==> config.mk <==
export PLATFORM = sky130hd
export DESIGN_NAME = eab_block
export DESIGN_NICKNAME = d
export VERILOG_FILES = /design/src/rtl/eab_block.v
export VERILOG_INCLUDE_DIRS = /design/src /design/src/rtl
export SDC_FILE = /design/constraint.sdc
export NUM_CORES = 1
export LEC_CHECK = 0
export BUFFER_PORTS_ARGS = -buffer_cell sky130_fd_sc_hd__clkbuf_2
export CORE_MARGIN = 2
export CORE_UTILIZATION = 35
export CTS_CLUSTER_DIAMETER = 50
export DETAILED_ROUTE_END_ITERATION = 8
export PLACE_DENSITY_LB_ADDON = 0.05
export SLEW_MARGIN = 40
export SYNTH_ARGS = -nofsm -noshare
export SYNTH_HDL_FRONTEND = slang
export SYNTH_SLANG_ARGS = --single-unit
==> constraint.sdc <==
create_clock -name ref_clk -period 2.55 [get_ports ref_clk]
set_clock_uncertainty 0.2 [all_clocks]
set_input_delay 0.255 -clock ref_clk [delete_from_list [all_inputs] [get_ports ref_clk]]
set_output_delay 0.255 -clock ref_clk [all_outputs]
set_load 0.01 [all_outputs]
==> src/rtl/eab_regs.vh <==
// Summary of operation
// - write data, strobe, address follow write clock
// - fetch strobe, address, output follow read clock
// - each side has own enable and clear
// - registers cleared by local, global or reset
// - two shared clears from global and local
// - macrocell picks clear one, two or none
// - each shared clear may be inverted
// - OR takes own two plus thirty lent
// - at most fifteen sets of two terms
`ifndef EAB_REGS_VH
`define EAB_REGS_VH
`define EAB_SEL_NONE   2'h0
`define EAB_SEL_ONE    2'h1
`define EAB_SEL_TWO    2'h2
`define EAB_OWN_TERMS  2
`define EAB_MAX_SETS   15
`define EAB_SET_BITS   4
`define EAB_CLR_W      2
`define EAB_SEL_W      2
`endif

==> src/rtl/eab_block.v <==
`timescale 1ns/1ps
`default_nettype none
`include "eab_regs.vh"
module eab_block #(
  parameter AW = 4,
  parameter DW = 8,
  parameter NMC = 16
) (
  // clock and reset
  input  wire                        ref_clk,
  input  wire                        rst_b,
  // clears shared by the memory side
  input  wire                        glob_clear,
  // write side
  input  wire                        wr_clk,
  input  wire                        clock_gate_one,
  input  wire                        wr_clear,
  input  wire                        wr_strobe,
  input  wire [AW-1:0]               wr_addr,
  input  wire [DW-1:0]               wr_data,
  // read side
  input  wire                        rd_clk,
  input  wire                        clock_gate_two,
  input  wire                        rd_clear,
  input  wire                        fetch_strobe,
  input  wire [AW-1:0]               rd_addr,
  output reg  [DW-1:0]               rd_data_r,
  // product-term mode
  input  wire [`EAB_CLR_W-1:0]       pt_glob_clr,
  input  wire [`EAB_CLR_W-1:0]       pt_loc_clr,
  input  wire [`EAB_CLR_W-1:0]       pt_clr_inv,
  input  wire [`EAB_SEL_W*NMC-1:0]   pt_clr_sel,
  input  wire [`EAB_SET_BITS*NMC-1:0] pt_exp_sets,
  input  wire [`EAB_OWN_TERMS*NMC-1:0] pt_terms,
  output reg  [NMC-1:0]              mc_out_r
);
  // reset synchroniser
  reg                        rst_s1_r;
  reg                        rst_s2_r;
  wire                       rst_n;

  // side clock edges
  reg                        wr_clk_d_r;
  reg                        rd_clk_d_r;
  wire                       wr_edge;
  wire                       rd_edge;
  wire                       wr_take;
  wire                       rd_take;

  // write group
  wire                       wr_clr;
  reg                        wstb_r;
  reg                        wstb_nxt;
  reg  [AW-1:0]              waddr_r;
  reg  [AW-1:0]              waddr_nxt;
  reg  [DW-1:0]              wdata_r;
  reg  [DW-1:0]              wdata_nxt;

  // read group
  wire                       rd_clr;
  reg                        fetch_r;
  reg                        fetch_nxt;
  reg  [AW-1:0]              raddr_r;
  reg  [AW-1:0]              raddr_nxt;

  // storage array
  reg  [DW-1:0]              mem [0:(1<<AW)-1];

  // product-term side
  wire [`EAB_CLR_W-1:0]      shared_src;
  wire [`EAB_CLR_W-1:0]      shared_clr;
  wire                       shared_clear_one;
  wire                       shared_clear_two;
  wire [NMC-1:0]             mc_or;
  wire [NMC-1:0]             mc_clr;
  wire [NMC-1:0]             mc_nxt;

  // reset is entered asynchronously but is released on the clock
  always @(posedge ref_clk or negedge rst_b) begin
    if (!rst_b) begin
      rst_s1_r <= 1'b0;
      rst_s2_r <= 1'b0;
    end else begin
      rst_s1_r <= 1'b1;
      rst_s2_r <= rst_s1_r;
    end
  end
  assign rst_n = rst_s2_r;

  // side clocks arrive as sampled levels; their rising edges act as the clocks
  always @(posedge ref_clk or negedge rst_n) begin
    if (!rst_n) begin
      wr_clk_d_r <= 1'b0;
      rd_clk_d_r <= 1'b0;
    end else begin
      wr_clk_d_r <= wr_clk;
      rd_clk_d_r <= rd_clk;
    end
  end
  assign wr_edge = wr_clk & ~wr_clk_d_r;
  assign rd_edge = rd_clk & ~rd_clk_d_r;
  assign wr_take = wr_edge & clock_gate_one;
  assign rd_take = rd_edge & clock_gate_two;

  // write group: touched only by the write clock, its gate, its clear and the global clear
  assign wr_clr = wr_clear | glob_clear;

  always @* begin
    wstb_nxt  = 1'b0;
    waddr_nxt = waddr_r;
    wdata_nxt = wdata_r;
    if (wr_clr) begin
      waddr_nxt = {AW{1'b0}};
      wdata_nxt = {DW{1'b0}};
    end else if (wr_take) begin
      wstb_nxt  = wr_strobe;
      waddr_nxt = wr_addr;
      wdata_nxt = wr_data;
    end
  end

  always @(posedge ref_clk or negedge rst_n) begin
    if (!rst_n) begin
      wstb_r  <= 1'b0;
      waddr_r <= {AW{1'b0}};
      wdata_r <= {DW{1'b0}};
    end else begin
      wstb_r  <= wstb_nxt;
      waddr_r <= waddr_nxt;
      wdata_r <= wdata_nxt;
    end
  end

  // array write one cycle after capture; contents survive clears to save reset fan-out
  always @(posedge ref_clk) begin
    if (wstb_r) begin
      mem[waddr_r] <= wdata_r;
    end
  end

  // read group: touched only by the read clock, its gate, its clear and the global clear
  assign rd_clr = rd_clear | glob_clear;

  always @* begin
    fetch_nxt = fetch_r;
    raddr_nxt = raddr_r;
    if (rd_clr) begin
      fetch_nxt = 1'b0;
      raddr_nxt = {AW{1'b0}};
    end else if (rd_take) begin
      fetch_nxt = fetch_strobe;
      raddr_nxt = rd_addr;
    end
  end

  always @(posedge ref_clk or negedge rst_n) begin
    if (!rst_n) begin
      fetch_r <= 1'b0;
      raddr_r <= {AW{1'b0}};
    end else begin
      fetch_r <= fetch_nxt;
      raddr_r <= raddr_nxt;
    end
  end

  // a word never written reads back unknown, since the array has no reset
  always @(posedge ref_clk or negedge rst_n) begin
    if (!rst_n) begin
      rd_data_r <= {DW{1'b0}};
    end else if (rd_clr) begin
      rd_data_r <= {DW{1'b0}};
    end else if (rd_take && fetch_r) begin
      rd_data_r <= mem[raddr_r];
    end
  end

  // shared clear lines for macrocells
  assign shared_src       = pt_glob_clr | pt_loc_clr;
  assign shared_clr       = shared_src ^ pt_clr_inv;
  assign shared_clear_one = shared_clr[0];
  assign shared_clear_two = shared_clr[1];

  genvar g;
  generate
    for (g = 0; g < NMC; g = g + 1) begin : g_mc
      reg  [`EAB_SET_BITS-1:0] sets;
      reg                      or_v;
      reg                      clr_v;
      wire [`EAB_SEL_W-1:0]    sel;
      integer                  k;
      always @* begin
        sets = pt_exp_sets[g*`EAB_SET_BITS +: `EAB_SET_BITS];
        or_v = |pt_terms[g*`EAB_OWN_TERMS +: `EAB_OWN_TERMS];
        // each set is the two terms of one lower neighbour; low cells have fewer lenders
        for (k = 1; k <= `EAB_MAX_SETS; k = k + 1) begin
          if (k <= sets && k <= g) begin
            or_v = or_v | (|pt_terms[(g-k)*`EAB_OWN_TERMS +: `EAB_OWN_TERMS]);
          end
        end
      end
      assign sel = pt_clr_sel[g*`EAB_SEL_W +: `EAB_SEL_W];
      // the spare select code is treated as no clear
      always @* begin
        case (sel)
          `EAB_SEL_ONE: clr_v = shared_clear_one;
          `EAB_SEL_TWO: clr_v = shared_clear_two;
          default:      clr_v = 1'b0;
        endcase
      end
      assign mc_or[g]  = or_v;
      assign mc_clr[g] = clr_v;
      assign mc_nxt[g] = mc_clr[g] ? 1'b0 : mc_or[g];
    end
  endgenerate

  always @(posedge ref_clk or negedge rst_n) begin
    if (!rst_n) begin
      mc_out_r <= {NMC{1'b0}};
    end else begin
      mc_out_r <= mc_nxt;
    end
  end
endmodule // eab_block
`default_nettype wire

==> results_tabular.tex <==
\begin{tabular}{lr}
\hline
Metric & Value \\
\hline
\multicolumn{2}{l}{\textbf{Clock tree}} \\
Clock tree root buffer cell & clkbuf\_16 \\
CTS Buffer Depth & 2 \\
Clock slew seen by the registers of the worst setup and hold paths & roughly 0.080 ns \\
CTS tree & done \\
Clock H-tree levels & 4 \\
TritonCTS buffer count & 17 \\
Clk sink count & approximately 170 \\
Clock insertion delay at the later pin of the skew report & between 0.4 and 0.5 ns \\
Post-CTS setup buffers & 0 \\
\multicolumn{2}{l}{\textbf{Placement}} \\
Cells after DPL & between 1000 and 1500 \\
Worst setup slack before clock tree synthesis & about 0.37 ns \\
Final Wtd Congestion & 0.897 \\
Post-Place Cell Area & about 9900 um\^{}2 \\
DP HPWL & 18000 um \\
Total of buffers placed on input and output ports & between 150 and 200 \\
\multicolumn{2}{l}{\textbf{Floorplanning}} \\
Die Height & around 160 um \\
Area of the placeable core & 23500 um\^{}2 \\
Starting Density & 0.357 \\
Overall die width & between 150 and 200 um \\
Area of the die & approximately 25000 um\^{}2 \\
Number of rows created at floorplan & 56 \\
Number of placed I/O pins & 185 \\
\multicolumn{2}{l}{\textbf{Synth}} \\
Post-synthesis cell count & 631 \\
Syn\_nets & $\sim$800 \\
Share of synthesized area occupied by flip-flops and latches & 0.594 \\
Top post-synthesis cells by area & edfxtp\_1 (46\%), dfrtp\_1 (14\%), mux4\_1 (5.3\%) \\
Leading area contributor after synthesis & edfxtp\_1 \\
Post-synthesis cell area & 8410 um\^{}2 \\
Flop and latch count out of synthesis & about 170 \\
Synthesis Warnings & 0 \\
Post-synth EDFFs & between 100 and 150 \\
Average instance area after synthesis & about 13 um\^{}2 \\
Async set-or-reset flop fraction in the synthesized netlist & 0.264 \\
Synth Flop Type & edfxtp\_1 \\
Number of unique standard cell types used by synthesis & 57 \\
Post-synth top area share & 0.457 \\
\multicolumn{2}{l}{\textbf{STA}} \\
Top achievable clock speed & 0.420 GHz \\
Worst-case setup margin in the final layout & approximately 0.17 ns \\
Final setup fails & 0 \\
Final max-slew violation count & 0 \\
Slew Limit Headroom & 0.532 \\
Final Hold Viols & 0 \\
Summed negative setup slack over all endpoints & 0 ns \\
Final critical-path share of the clock period & 0.933 \\
Shortest clock period the worst path allows after layout & 2.38 ns \\
RSZ-0062 raised after global routing & false \\
Worst-Margin Slew & $\sim$0.7 ns \\
\multicolumn{2}{l}{\textbf{Critical path}} \\
WS Path Type & input port to flip-flop \\
Maximum net fanout on the critical path & 10 \\
Capturing element type of the critical path & flip-flop \\
Number of cells on the worst reg-to-reg path & 4 \\
Data arrival time of the critical path & 2.50 ns \\
Slack of the worst reg-to-reg path & roughly 0.38 ns \\
Startpoint of the worst-slack reg-to-reg timing path & raddr\_r[0] \\
Crit. Startpoint & pt\_terms[3] \\
End point of the critical path & mc\_out\_r[7] \\
Worst r2r dst & rd\_data\_r[6] \\
Endpoint required time on the critical path & between 2 and 3 ns \\
Type of origin of the critical path & input port \\
\multicolumn{2}{l}{\textbf{Drt}} \\
Routed vias & 6382 \\
Remaining routing DRC violations & 0 \\
Routed wirelength normalized by instance count & about 20 um \\
Number of violations reported at the end of detailed-routing iteration 0 & a little under 500 \\
Routed WL & 24700 um \\
Router iterations before antenna repair & 5 \\
DR vias/cell & about 5.2 \\
Final ANT Viol Nets & 0 \\
\multicolumn{2}{l}{\textbf{Power}} \\
Switching power as a share of total power & 0.230 \\
Part of the power in combinational logic & 0.092 \\
Leak & $\sim$4.7 nW \\
Switching power & around 1.5 mW \\
Clock group share of total power & 0.438 \\
Power density normalized to cell area & roughly 590 nW/um\^{}2 \\
Cell-internal power & 5.01 mW \\
Maximum vdd drop & about 0.5 mV \\
Proportion of power drawn by flip-flops and latches & 0.470 \\
\multicolumn{2}{l}{\textbf{GRT}} \\
Antenna violations before repair & 0 \\
All-layer global routing usage & 0.200 \\
Wire length of the first global-routing pass & approximately 40000 um \\
Maximum number of pins on one net before global-route repair & 45 \\
Via count of the first global-routing pass & 6891 \\
Sum of overflow across all layers after global routing & 0 \\
\multicolumn{2}{l}{\textbf{Final layout}} \\
Number of diodes & 0 \\
Filler cells & about 2200 \\
Final Core Density & 0.469 \\
Total Nets Final & between 1000 and 1500 \\
Final design instance area without fill & $\sim$11000 um\^{}2 \\
Non-filler cells, final & about 1200 \\
Fraction of final layout cells sized beyond drive strength 1 & 0.316 \\
Signed area change from the synthesized netlist to the final layout & 31.4\% \\
\multicolumn{2}{l}{\textbf{Min path}} \\
Hold crit path type & input port to flip-flop \\
\multicolumn{2}{l}{\textbf{Run status}} \\
Run status & completed \\
\multicolumn{2}{l}{\textbf{Run}} \\
Max\_cap viols & 0 \\
\hline
\end{tabular}
-- cell usage in the layout (no fill, tap or decap), types with 5 or more instances in the layout --
master         netlist  routed
a21oi_1             35      35
a221o_1              9       9
a22o_1              17      17
a22oi_1             18      18
a31oi_1              9       9
buf_4                0      34
clkbuf_16            0      17
clkbuf_2             0     180
dfrtp_1             46      45
dlygate4sd3_1        0      51
edfxtp_1           128     128
ha_1                32      32
inv_1               36      36
inv_6                0       5
mux2_2               8       8
mux2i_1              8       8
mux4_1              17      17
mux4_2              15      15
nand2_1             34      34
nand3_1              7       7
nor2_1              70      69
nor3_1              15      14
o21ai_0             34      34
o22ai_1              7       7
or2_2               11      11
-- metal layers --
metal / track usage / share of wire / vias to the layer above
li1: - / - / 2988
met1: 0.263 / 0.44 / 3120
met2: 0.332 / 0.48 / 241
met3: 0.0440 / 0.059 / 33
met4: 0.0657 / 0.018 / 0
met5: 0 / 0 / -
-- what timing repair did --
action | in CTS | in global routing
hold buffers | 51 | 0
endpoints found under the setup margin | 0 | 1
resized for setup | 0 | 1
endpoints found under the hold margin | 36 | 0
-- registers in the layout, indices dropped and copies added, names as in the netlist --
register / cells
waddr_r: 4
wr_clk_d_r: 1
wdata_r: 8
fetch_r: 1
raddr_r: 4
wstb_r: 1
mc_out_r: 16
rd_data_r: 8
rd_clk_d_r: 1
rst_s1_r: 1
mem: 128
rst_n: 1
-- final cells by class --
cell class / instances / area, um^2 / area share
Clock buffer: 19 / 443 / 0.0401
Clock inverter: 13 / 196 / 0.0178
Inverter: 36 / 135 / 0.0122
Multi-Input combinational cell: 398 / 3170 / 0.287
Sequential cell: 174 / 5000 / 0.452
Tap cell: 319 / 399 / 0.0361
Timing Repair Buffer: 267 / 1710 / 0.154
-- critical path: stages --
cell and delay [ns]:
clkbuf_2 0.10, or2_2 0.41, nor2_2 0.31, a21oi_1 0.08
o22ai_1 0.13, dlygate4sd3_1 0.59, a31oi_1 0.08, dlygate4sd3_1 0.55
-- power groups by stage --
stage	Sequential (mW)	Combinational, mW	Clock (mW)
final	3.06	0.599	2.85
after global routing	3.06	0.663	3.02
after CTS	3.06	0.596	2.90
after detailed placement	3.12	0.527	0
after global placement	3.12	0.516	0
after floorplan	3.14	0.213	0
-- cells in the mapped netlist (2+ instances only) --
| cell | n |
|---|---|
| ha_1 | 32 |
| xnor2_1 | 2 |
| o41ai_1 | 2 |
| o211ai_1 | 2 |
| o21a_1 | 3 |
| or2_2 | 11 |
| a221o_1 | 9 |
| a31oi_1 | 9 |
| a21oi_1 | 35 |
| nor3_1 | 15 |
| o22ai_1 | 7 |
| clkbuf_1 | 18 |
| edfxtp_1 | 128 |
| mux4_1 | 17 |
| dfrtp_1 | 46 |
| mux2_2 | 8 |
| nand3b_1 | 3 |
| nor2b_1 | 2 |
| mux2i_1 | 8 |
| a221oi_1 | 4 |
| inv_1 | 36 |
| mux4_2 | 15 |
| nand3_1 | 7 |
| a22oi_1 | 18 |
| nand2b_1 | 2 |
| nand2_1 | 34 |
| a41oi_1 | 4 |
| a22o_1 | 17 |
| a211oi_1 | 3 |
| nor2_1 | 70 |
| nor4_1 | 2 |
| a2111oi_0 | 4 |
| o21ai_0 | 34 |
-- cell families after synthesis --
group | count (synthesis) | share of synthesized area
compound gates | 161 | 0.130
xor+xnor | 2 | 0.00208
fa+ha+maj | 32 | 0.0476
buf+inv | 59 | 0.0306
flops | 174 | 0.594
mux | 48 | 0.114
other cells | 1 | 0.000446
simple gates | 154 | 0.0820
-- stage by stage --
stage | hold WS (ns) | total power, mW
floorplan | -0.241 | 3.35
global placement | -0.158 | 3.64
detailed placement | -0.155 | 3.65
CTS | 0.000396 | 6.56
global route | 0.00988 | 6.75
finish | 0.0249 | 6.51
-- worst min path at each step --
stage                         startpoint      endpoint  slack, ns  cells past startpoint
after floorplan                    rst_b         rst_n      -0.24                      0
after global placement             rst_b      rst_s1_r      -0.16                      1
after detailed placement           rst_b      rst_s1_r      -0.15                      1
after CTS                 pt_clr_sel[29]  mc_out_r[14]     0.0004                      3
after global routing      pt_clr_sel[29]  mc_out_r[14]       0.01                      3
final                     pt_clr_sel[29]  mc_out_r[14]       0.02                      3
No activity file was read; power rests on OpenSTA's default activity.
